==> src/design/amp_pkg.sv <==
package amp_pkg;

  // ***********************************************************
  // opcode pages and prebytes
  // ***********************************************************
  localparam logic [7:0] PRE_PAGE2 = 8'h18;
  localparam logic [7:0] PRE_PAGE3 = 8'h1a;
  localparam logic [7:0] PRE_PAGE4 = 8'hcd;

  // ***********************************************************
  // opcodes held by this decoder
  // ***********************************************************
  localparam logic [7:0] OP_ADD_B_INTO_A     = 8'h1b;
  localparam logic [7:0] OP_ADD_B_INTO_INDEX = 8'h3a;
  localparam logic [7:0] OP_SHIFT_LEFT_DBL   = 8'h05;
  localparam logic [7:0] OP_ADD16_IMM        = 8'hc3;
  localparam logic [7:0] OP_ADD16_DIR        = 8'hd3;
  localparam logic [7:0] OP_ADD16_EXT        = 8'hf3;
  localparam logic [7:0] OP_ADD16_IDX        = 8'he3;
  localparam logic [7:0] OP_BRA              = 8'h20;
  localparam logic [3:0] BR_HI_NIB           = 4'h2;

  // ***********************************************************
  // cycle counts and address constants
  // ***********************************************************
  localparam logic [3:0] CYC_ABA      = 4'h2;
  localparam logic [3:0] CYC_ABX      = 4'h3;
  localparam logic [3:0] CYC_SHIFT_LEFT_DOUBLE     = 4'h3;
  localparam logic [3:0] CYC_ADD_IMM  = 4'h4;
  localparam logic [3:0] CYC_ADD_DIR  = 4'h5;
  localparam logic [3:0] CYC_ADD_EXT  = 4'h6;
  localparam logic [3:0] CYC_ADD_IDX  = 4'h6;
  localparam logic [3:0] CYC_BRANCH   = 4'h3;
  localparam logic [3:0] CYC_Y_EXTRA  = 4'h1;
  localparam logic [3:0] CYC_UNKNOWN  = 4'h2;
  localparam logic [7:0] DIRECT_PAGE  = 8'h00;
  localparam logic [15:0] RESET_PC    = 16'h0000;
  localparam logic [15:0] PC_STEP     = 16'h0001;

  // ***********************************************************
  // types
  // ***********************************************************
  typedef enum logic [2:0] {
    AMP_INH, AMP_IMM, AMP_DIR, AMP_EXT, AMP_IDX, AMP_REL
  } amp_mode_t;

  typedef enum logic [1:0] {
    AMP_PAGE1, AMP_PAGE2, AMP_PAGE3, AMP_PAGE4
  } amp_page_t;

  typedef struct packed {
    logic [7:0]  data;
    logic [15:0] addr;
    logic        rd;
    logic        wr;
  } amp_bus_t;

  typedef struct packed {
    logic c;
    logic v;
    logic z;
    logic n;
  } amp_ccr_t;

endpackage

==> src/design/amp_alu.sv <==
`timescale 1ns/1ps
// ***********************************************************
// adder for effective addresses and 16-bit sums
// ***********************************************************
module amp_alu
  import amp_pkg::*;
(
  // operands
  input  wire logic [15:0] a_i,
  input  wire logic [15:0] b_i,
  // result
  output logic      [15:0] sum_o,
  output logic             carry_o
);
  assign {carry_o, sum_o} = {1'b0, a_i} + {1'b0, b_i};
endmodule // amp_alu

==> src/design/amp_decoder.sv <==
`timescale 1ns/1ps
// Contract
// - extended: next two bytes form address
// - indexed: index plus unsigned offset byte
// - indexed reaches whole 64k space
// - inherent: no memory operand access
// - branch adds signed offset when taken
// - prebytes select opcode pages two to four
// - no prebyte means page one decode
// - exact tabulated cycle count per instruction
// - same mode and count, same sequence
// - opcode 1b adds b into a
// - opcode 3a adds b to first index
// - 18 3a adds b to second index
// - sixteen-bit add of memory into d
// - opcode 05 shifts d left, carry
// - direct mode high byte forced zero
// - second index costs one byte, cycle
module amp_decoder
  import amp_pkg::*;
(
  // clock and reset
  input  wire logic        clk_sys_i,
  input  wire logic        rst_b_i,
  // memory bus
  input  wire logic [7:0]  rdata_i,
  output amp_bus_t         bus_o,
  // branch condition from flags
  input  wire logic        br_cond_i,
  // visible state
  output logic [7:0]       acc_a_o,
  output logic [7:0]       acc_b_o,
  output logic [15:0]      first_index_reg_o,
  output logic [15:0]      second_index_reg_o,
  output logic [15:0]      pc_o,
  output amp_ccr_t         ccr_o,
  output amp_mode_t        mode_o,
  output amp_page_t        page_o,
  output logic             instr_done_o,
  output logic             illegal_o
);

  // ***********************************************************
  // state
  // ***********************************************************
  typedef enum {
    ST_FETCH, ST_OPCODE, ST_OPND_HI, ST_OPND_LO, ST_MEM_HI,
    ST_MEM_LO, ST_EXEC
  } amp_state_t;

  amp_state_t  st_q, st_d;
  amp_page_t   page_q, page_d, pg_w;
  amp_mode_t   mode_q, mode_d;
  logic [7:0]  op_q, op_d, a_q, a_d, b_q, b_d, lo_q, lo_d, hi_q, hi_d;
  logic [15:0] x_q, x_d, y_q, y_d, pc_q, pc_d, ea_q, ea_d;
  amp_ccr_t    ccr_q, ccr_d;
  logic [3:0]  cyc_q, cyc_d;
  logic [3:0]  tot_q, tot_d;
  amp_bus_t    bus_q, bus_d;
  logic        done_q, done_d, ill_q, ill_d;

  logic [15:0] add_a, add_b, add_s;
  logic        add_c;

  amp_alu u_alu (
    .a_i    (add_a),
    .b_i    (add_b),
    .sum_o  (add_s),
    .carry_o(add_c)
  );

  // ***********************************************************
  // helpers
  // ***********************************************************
  function automatic amp_mode_t mode_of(input logic [7:0] op);
    if (op == OP_ADD16_IMM) mode_of = AMP_IMM;
    else if (op == OP_ADD16_DIR) mode_of = AMP_DIR;
    else if (op == OP_ADD16_EXT) mode_of = AMP_EXT;
    else if (op == OP_ADD16_IDX) mode_of = AMP_IDX;
    else if (op[7:4] == BR_HI_NIB) mode_of = AMP_REL;
    else mode_of = AMP_INH;
  endfunction

  function automatic logic [3:0] cycles_of(input logic [7:0] op,
                                           input amp_page_t pg);
    logic [3:0] c;
    c = CYC_UNKNOWN;
    case (op)
      OP_ADD_B_INTO_A:     c = CYC_ABA;
      OP_ADD_B_INTO_INDEX: c = CYC_ABX;
      OP_SHIFT_LEFT_DBL:   c = CYC_SHIFT_LEFT_DOUBLE;
      OP_ADD16_IMM:        c = CYC_ADD_IMM;
      OP_ADD16_DIR:        c = CYC_ADD_DIR;
      OP_ADD16_EXT:        c = CYC_ADD_EXT;
      OP_ADD16_IDX:        c = CYC_ADD_IDX;
      default:             c = (op[7:4] == BR_HI_NIB) ? CYC_BRANCH
                                                      : CYC_UNKNOWN;
    endcase
    if (pg == AMP_PAGE2)
      c = c + CYC_Y_EXTRA;
    cycles_of = c;
  endfunction

  // ***********************************************************
  // next state
  // ***********************************************************
  always_comb begin
    st_d = st_q; page_d = page_q; mode_d = mode_q; op_d = op_q;
    a_d = a_q; b_d = b_q; lo_d = lo_q; hi_d = hi_q;
    x_d = x_q; y_d = y_q; pc_d = pc_q; ea_d = ea_q; ccr_d = ccr_q;
    tot_d = tot_q; done_d = 1'b0; ill_d = ill_q;
    pg_w = (cyc_q == 4'h0) ? AMP_PAGE1 : page_q;
    cyc_d = cyc_q + 4'h1;
    bus_d = '0;
    add_a = pc_q;
    add_b = PC_STEP;
    case (st_q)
      ST_FETCH: begin
        bus_d.addr = pc_q;
        bus_d.rd   = 1'b1;
        st_d       = ST_OPCODE;
        cyc_d      = 4'h0;
        page_d     = AMP_PAGE1;
      end
      ST_OPCODE: begin
        pc_d       = add_s;
        bus_d.addr = add_s;
        bus_d.rd   = 1'b1;
        if (rdata_i == PRE_PAGE2 && pg_w == AMP_PAGE1) begin
          page_d = AMP_PAGE2;
        end else if (rdata_i == PRE_PAGE3 && pg_w == AMP_PAGE1) begin
          page_d = AMP_PAGE3;
        end else if (rdata_i == PRE_PAGE4 && pg_w == AMP_PAGE1) begin
          page_d = AMP_PAGE4;
        end else begin
          page_d = pg_w;
          ill_d  = (pg_w == AMP_PAGE3) || (pg_w == AMP_PAGE4) ||
                   (cycles_of(rdata_i, AMP_PAGE1) == CYC_UNKNOWN &&
                    rdata_i != OP_ADD_B_INTO_A);
          op_d   = ill_d ? '0 : rdata_i;
          mode_d = ill_d ? AMP_INH : mode_of(rdata_i);
          tot_d  = ill_d ? CYC_UNKNOWN : cycles_of(rdata_i, pg_w);
          st_d   = ST_OPND_HI;
          if (mode_d == AMP_INH) begin
            bus_d = '0;
            st_d  = ST_EXEC;
          end
        end
      end
      ST_OPND_HI: begin
        pc_d = add_s;
        hi_d = rdata_i;
        lo_d = rdata_i;
        st_d = ST_EXEC;
        case (mode_q)
          AMP_EXT, AMP_IMM: begin
            bus_d.addr = add_s;
            bus_d.rd   = 1'b1;
            st_d       = ST_OPND_LO;
          end
          AMP_DIR: begin
            ea_d = {DIRECT_PAGE, rdata_i};
            st_d = ST_MEM_HI;
          end
          AMP_IDX: begin
            add_a = (page_q == AMP_PAGE2) ? y_q : x_q;
            add_b = {8'h00, rdata_i};
            ea_d  = add_s;
            pc_d  = pc_q + PC_STEP;
            st_d  = ST_MEM_HI;
          end
          default: st_d = ST_EXEC;
        endcase
      end
      ST_OPND_LO: begin
        pc_d = add_s;
        lo_d = rdata_i;
        ea_d = {hi_q, rdata_i};
        st_d = (mode_q == AMP_IMM) ? ST_EXEC : ST_MEM_HI;
      end
      ST_MEM_HI: begin
        bus_d.addr = ea_q;
        bus_d.rd   = 1'b1;
        add_a = ea_q;
        ea_d  = add_s;
        st_d  = ST_MEM_LO;
      end
      ST_MEM_LO: begin
        hi_d = rdata_i;
        bus_d.addr = ea_q;
        bus_d.rd   = 1'b1;
        st_d = ST_EXEC;
      end
      ST_EXEC: begin
        lo_d = bus_q.rd ? rdata_i : lo_q;
        if (cyc_q + 4'h1 >= tot_q) begin
          done_d = 1'b1;
          st_d   = ST_OPCODE;
          cyc_d  = 4'h0;
          case (op_q)
            OP_ADD_B_INTO_A: begin
              add_a = {8'h00, a_q};
              add_b = {8'h00, b_q};
              a_d   = add_s[7:0];
              ccr_d.c = add_s[8];
              ccr_d.n = add_s[7];
              ccr_d.z = (add_s[7:0] == 8'h00);
              ccr_d.v = (a_q[7] == b_q[7]) && (add_s[7] != a_q[7]);
            end
            OP_ADD_B_INTO_INDEX: begin
              add_a = (page_q == AMP_PAGE2) ? y_q : x_q;
              add_b = {8'h00, b_q};
              if (page_q == AMP_PAGE2) y_d = add_s;
              else x_d = add_s;
            end
            OP_SHIFT_LEFT_DBL: begin
              ccr_d.c = a_q[7];
              {a_d, b_d} = {a_q[6:0], b_q, 1'b0};
              ccr_d.n = a_q[6];
              ccr_d.z = ({a_q[6:0], b_q} == 15'h0000);
              ccr_d.v = a_q[7] ^ a_q[6];
            end
            OP_ADD16_IMM, OP_ADD16_DIR, OP_ADD16_EXT, OP_ADD16_IDX: begin
              add_a = {a_q, b_q};
              add_b = {hi_q, lo_d};
              {a_d, b_d} = add_s;
              ccr_d.c = add_c;
              ccr_d.n = add_s[15];
              ccr_d.z = (add_s == 16'h0000);
              ccr_d.v = (a_q[7] == add_b[15]) && (add_s[15] != a_q[7]);
            end
            default: begin
              if (mode_q == AMP_REL && (br_cond_i || op_q == OP_BRA)) begin
                add_a = pc_q;
                add_b = {{8{lo_q[7]}}, lo_q};
                pc_d  = add_s;
              end
            end
          endcase
          bus_d.addr = pc_d;
          bus_d.rd   = 1'b1;
        end
      end
      default: st_d = ST_FETCH;
    endcase
  end

  // ***********************************************************
  // registers
  // ***********************************************************
  always_ff @(posedge clk_sys_i) begin
    if (!rst_b_i) begin
      st_q <= ST_FETCH; page_q <= AMP_PAGE1; mode_q <= AMP_INH;
      op_q <= 8'h00; a_q <= 8'h00; b_q <= 8'h00;
      lo_q <= 8'h00; hi_q <= 8'h00;
      x_q <= 16'h0000; y_q <= 16'h0000; pc_q <= RESET_PC;
      ea_q <= 16'h0000; ccr_q <= '0; cyc_q <= 4'h0; tot_q <= 4'h0;
      bus_q <= '0; done_q <= 1'b0; ill_q <= 1'b0;
    end else begin
      st_q <= st_d; page_q <= page_d; mode_q <= mode_d;
      op_q <= op_d; a_q <= a_d; b_q <= b_d;
      lo_q <= lo_d; hi_q <= hi_d;
      x_q <= x_d; y_q <= y_d; pc_q <= pc_d;
      ea_q <= ea_d; ccr_q <= ccr_d; cyc_q <= cyc_d; tot_q <= tot_d;
      bus_q <= bus_d; done_q <= done_d; ill_q <= ill_d;
    end
  end

  assign bus_o              = bus_q;
  assign acc_a_o            = a_q;
  assign acc_b_o            = b_q;
  assign first_index_reg_o  = x_q;
  assign second_index_reg_o = y_q;
  assign pc_o               = pc_q;
  assign ccr_o              = ccr_q;
  assign mode_o             = mode_q;
  assign page_o             = page_q;
  assign instr_done_o       = done_q;
  assign illegal_o          = ill_q;

endmodule // amp_decoder

==> config.mk <==
export PLATFORM = sky130hd
export DESIGN_NAME = amp_decoder
export DESIGN_NICKNAME = d
export VERILOG_FILES = /design/src/design/amp_pkg.sv /design/src/design/amp_alu.sv /design/src/design/amp_decoder.sv
export SDC_FILE = /design/constraint.sdc
export NUM_CORES = 1
export LEC_CHECK = 0
export BUFFER_PORTS_ARGS = -buffer_cell sky130_fd_sc_hd__buf_2
export CAP_MARGIN = 5
export CORE_MARGIN = 5
export CORE_UTILIZATION = 25
export DETAILED_ROUTE_END_ITERATION = 16
export SYNTH_ARGS = -nofsm -noshare
export SYNTH_HDL_FRONTEND = slang
export SYNTH_SLANG_ARGS = --single-unit
==> constraint.sdc <==
create_clock -name clk_sys_i -period 5 [get_ports clk_sys_i]
set_input_delay 0.75 -clock clk_sys_i [delete_from_list [all_inputs] [get_ports clk_sys_i]]
set_output_delay 0.75 -clock clk_sys_i [all_outputs]
set_load 0.005 [all_outputs]
### Word-level counts from Yosys, hierarchy flattened

Cells that the tools add are included.

| cells by class | value |
|---|---|
| add/subtract/negate cells | 4 |
| magnitude comparators | 1 |
| eq/ne operators | 45 |
| muxes and demuxes | 64 |
| bitwise operators | 7 |
| reduce and logical (&&, ||, !) cells | 44 |

Operators by type and width:

| kind | number |
|---|---|
| 16-bit one-hot mux with 3 select lines | 5 |
| 32-bit one-hot mux with 7 select lines | 1 |
| 16-bit 2-to-1 mux | 9 |
| 32-bit 2-to-1 mux | 4 |
| 32-bit by 3-bit equality test with 1-bit output (second input constant) | 3 |
| 17-bit one-hot mux with 5 select lines | 1 |
| 8-bit equality test (second input constant) | 9 |
| 18-bit 2-to-1 mux | 4 |
| 32-bit by 2-bit equality test with 1-bit output (second input constant) | 2 |
| 16-bit one-hot mux with 2 select lines | 2 |
| 17-bit 2-to-1 mux | 2 |
| 3-bit 2-to-1 mux | 11 |
| 32-bit by 1-bit equality test with 1-bit output (second input constant) | 1 |
| 8-bit by 5-bit equality test with 1-bit output (second input constant) | 4 |
| 32-bit zero test | 1 |
| 8-bit one-hot mux with 2 select lines | 2 |
| 4-bit 2-to-1 mux | 7 |
| 8-bit by 6-bit equality test with 1-bit output (second input constant) | 3 |
| 8-bit 2-to-1 mux | 3 |
| 8-bit one-hot mux with 3 select lines | 1 |
| 2-bit OR reduction | 9 |
| 16-bit by 16-bit adder with 17-bit output | 1 |
| 16-bit by 1-bit adder with 16-bit output (second input constant) | 1 |
| 8-bit by 3-bit equality test with 1-bit output (second input constant) | 2 |
| 38 further kinds | 77 |

| word-level totals | value |
|---|---|
| bits in registers | 181 |
| bits of input ports | 11 |
| output and inout bits | 101 |

### Longest topological paths before layout

| depth | value |
|---|---|
| word-level depth | 18 |
| gate-level depth with buffers | 23 |

### Hierarchy

Synthesis repeated with hierarchy kept, for this count alone.

| unflattened totals | value |
|---|---|
| cells, all modules | 1344 |
| area total of the unflattened synthesis | 10075.9 µm² |

By module, submodules not included:

| module | instances | cells each | area an instance (µm²) | seq. area each (µm²) |
|---|---|---|---|---|
| amp_decoder | 1 | 1234 | 9220.1 | 2842.7 |
| amp_alu | 1 | 110 | 855.8 | 0.0 |

### Worst setup path after synthesis

Ideal clock, no wire load.

| timing path | value |
|---|---|
| path kind | reg-to-reg |
| from | register cyc_q[0] |
| to | register ccr_q, in the netlist ccr_o[1] |
| library setup time | 0.070 ns |
| data arrival time | 4.668 ns |
| slack | 0.262 ns |
| cell stages (with the launch flop) | 23 |
| clock period less this slack | 4.738 ns |
| cell sequence | dfxtp_1 > ha_1 > xor2_1 > ha_1 > nor3_1 > nor2_1 > nand2_1 > nor2_1 > clkbuf_1 > a221oi_1 > nor3_1 > nor2_1 > a21oi_1 > ha_1 > inv_1 > fa_1 > clkinv_1 > or3_1 > or3_1 > or4_1 > nor4_1 > nand4bb_1 > a21oi_1 |

| between the ends | value |
|---|---|
| cells in the longest elaborated chain, start to end | 7 |

Ends and longest elaborated chain:

| item | line | RTL |
|---|---|---|
| from (decl) | amp_decoder.sv:57 | `logic [3:0] cyc_q, cyc_d;` |
| from (signal assigned) | amp_decoder.sv:257 | `ea_q <= 16'h0000; ccr_q <= '0; cyc_q <= 4'h0; tot_q <= 4'h0;` |
| from (signal assigned) | amp_decoder.sv:264 | `ea_q <= ea_d; ccr_q <= ccr_d; cyc_q <= cyc_d; tot_q <= tot_d;` |
| 4-bit by 1-bit adder with 4-bit output (*) | amp_decoder.sv:196 | `if (cyc_q + 4'h1 >= tot_q) begin` |
| 4-bit greater-or-equal comparator (*) | amp_decoder.sv:196 |  |
| 16-bit 2-to-1 mux | amp_decoder.sv:196 |  |
| 16-bit one-hot mux with 3 select lines / 16-bit one-hot mux with 2 select lines (equally long branches) | amp_decoder.sv:117 | `case (st_q)` |
| 16-bit by 16-bit adder with 17-bit output | amp_alu.sv:15 | `assign {carry_o, sum_o} = {1'b0, a_i} + {1'b0, b_i};` |
| 16-bit zero test / 8-bit zero test (equally long branches) | amp_decoder.sv:229, amp_decoder.sv:207 |  |
| 4-bit one-hot mux with 3 select lines | amp_decoder.sv:200 | `case (op_q)` |
| to (signal assigned) | amp_decoder.sv:257 |  |
| to (signal assigned) | amp_decoder.sv:264 |  |
| to (decl) | amp_decoder.sv:56 | `amp_ccr_t ccr_q, ccr_d;` |

Mark *: on every way between the ends. The rest lies on a longest branch, timed or not.
A chain may end at the register's enable or synchronous reset.

### Final worst setup path

Same ends and word-level chain as after synthesis.

==> results.txt <==
Setup TNS Final = 0 ps
Util after Layout = 30.0%
clock power share = 31.0%
Worst Tran Pin Value = 1240 ps
VDD IR max = 225 uV
most frequent CP cell = nor2_1
RSZ-0062 raised after global routing = yes
skew final = 16.4 ps
DRT Wirelength = 38400 um
area of the multi-input gates = 6200 um^2
Area Overhead vs Synth = 18.4%
FF+latch count, synth = 142
CTS Sinks = 142
CP delay by family, top = simple AND/OR/NAND/NOR gates
status = complete, no violations
Detailed Place HPWL = 28600 um
R2R Path Start = cyc_q[0]
dpl ws = 292 ps
Hold Buf Count CTS = 0
Synth warnings = 0
EDFF count, synth = 0
shortest period the worst path allows = 4680 ps
DR iter-0 viols = 1093
Final #Nets = 1362
share of synthesized flip-flops with an asynchronous set or reset = 0%
slowest CP cell = fa_1
1st-pass router iterations = 7
Hold Crit Class = reg2reg
number of port buffers = 102
Arr. time, crit path = 5050 ps
final setup violation count = 0
Reg power frac = 34.9%
Comb power frac = 34.1%
CP Class = reg2reg
post-synth cell types = 83
Reg area = 2850 um^2
first-pass GRT wire length = 57400 um
post-route setup slack = 321 ps
P_leak = 4.53 nW
num rows = 71
switching share of power = 39.2%
n_diodes = 0
Skew-Pair Late Insertion Delay = 440 ps
hold wc startpoint = cyc_q[0]
Crit. End Element = register
Worst Setup SP = cyc_q[0]
core area = 37700 um^2
crit path cell chain = ha_1 -> xor2_2 -> ha_1 -> nor3_1 -> nor2_1 -> nand2_1 -> nor2_1 -> a221oi_1 -> nor3_1 -> nor2_1 -> a21oi_1 -> ha_2 -> inv_1 -> fa_1 -> clkinv_1 -> or3_1 -> or3_1 -> or4_1 -> nor4_2 -> nand4bb_1 -> a21oi_1
total gr overflow = 0
clock tree root driver cell = clkbuf_16
gp weighted congestion = 0.945
fmax = 214 MHz
commonest non-fill, non-tap cells in the layout = nand2_1, dfxtp_1, buf_2
largest net degree at the start of global routing = 72
hold slack = 459 ps
vias in the first global route = 9418
Max Root-Sink Buffers = 2
die height = 205 um
antenna viol nets, final = 0
starting density of the core = 25.3%
Max-Slew Margin vs Limit = 17.0%
drt drc = 0
Die W = 205 um
layout cells sized above 1 = 17.2%
Via density = 5.51
sequential area share after synthesis = 29.8%
H-tree levels = 4
synthesized area per cell = 7.66 um^2
Die ar. = 42200 um^2
final hold vios = 0
Clk pin slew, worst setup/hold paths = 70 ps
WL/cell = 20.7 um
CTS tree = done
GRT Total Usage = 17.5%
DR vias = 10200
Cells after Synth = 1247
CP Buf/Inv Count = 2
Int Power = 2.39 mW
Req. time, crit path = 5370 ps
CP startpoint kind = register
Top Ports = 112
Max FO, Critical Path = 5
Synth Cell Area = 9550 um^2
biggest cell delay along the critical path = 510 ps
maxcap violations = 0
top_reg_cell synth = dfxtp_1
max-slew violation count = 0
switching power = 1.54 mW
initial antenna violation count = 0
crit share post-route = 93.6%
Num CTS Buffers = 17
commonest non-fill, non-tap cell in the layout = nand2_1
fillers = 4093
PwrDens = 348 nW/um^2
final timing paths:
check                                 to  slack [ps]  depth (start not counted)
worst max-delay path            ccr_o[1]         320                         21
worst min-delay path            cyc_q[0]         460                          1
worst max register to register  ccr_o[1]         320                         21
worst min register to register  cyc_q[0]         460                          1
synth_stat cells, drive strengths merged (14+ instances only):
cell type	number	share of area (%)
nand2	193	7.6
dfxtp	142	30
nor2	101	4.0
o21ai	93	5.0
a21oi	83	4.4
clkbuf	78	3.1
a21boi	44	3.5
mux2i	41	4.3
nand3	37	1.9
inv	31	1.2
buf	30	1.9
nor2b	30	2.0
o211a	26	2.7
ha	25	3.3
a222oi	23	2.4
a22oi	22	1.7
a221oi	18	1.7
xnor2	16	1.6
xor2	15	1.4
nor3	14	0.85
cell families (layout without fill, tap and decap cells):
group                      Yosys count  after routing  synth area share (%)
DFF                                142            142                  29.8
xor gates and xnor gates            31             31                  3.00
adders and majority gates           26             26                  3.49
muxes                               53             53                  5.71
and+or+nand+nor                    457            457                  22.5
AOI/OAI and AO/OA                  397            397                  29.3
other                                1              9                0.0393
buffers and inverters              140            223                  6.24
through the flow:
stage               area [um^2]  power (mW)  cells
finish                    11300        3.94   1849
global route              11300        4.12   1849
CTS                       11300        3.92   1849
detailed placement        10700        2.70   1817
global placement          10700        2.69   1817
floorplan                  9580        2.19   1255
metal layers:
metal | track usage [%] | wire length (um) | vias up
met5 | 0 | 0 | -
met4 | 5.43 | 1110 | 0
met3 | 2.74 | 2590 | 73
met2 | 30.4 | 19000 | 470
met1 | 22.4 | 15700 | 4955
li1 | - | - | 4686
sequential cells by signal (all words and copies together), names as in the netlist, 4 cells and up:
register and count:
acc_a_o 8, acc_b_o 8, bus_o 17, cyc_q 4, ea_q 16, first_index_reg_o 16, hi_q 8, lo_q 8
op_q 8, pc_o 16, second_index_reg_o 16, tot_q 4
final cells by class:
type / instances / area share (%)
Tap cell: 511 / 5.65
Clock inverter: 14 / 0.974
Inverter: 32 / 1.06
Timing Repair Buffer: 159 / 8.41
Sequential cell: 142 / 25.2
Multi-Input combinational cell: 973 / 54.9
Clock buffer: 18 / 3.88
power by group through the flow:
stage / sequential (mW) / combinational, mW / clock (mW)
final: 1.38 / 1.34 / 1.22
after global routing: 1.39 / 1.45 / 1.28
after CTS: 1.37 / 1.31 / 1.24
after detailed placement: 1.40 / 1.31 / 0
after global placement: 1.40 / 1.30 / 0
after floorplan: 1.32 / 0.867 / 0
repair_timing:
item | CTS | global route
endpoints found under the setup margin | 0 | 7
resized for setup | 0 | 9
setup buffers | 0 | 0
Note: power is estimated with default switching activity, not from simulation.
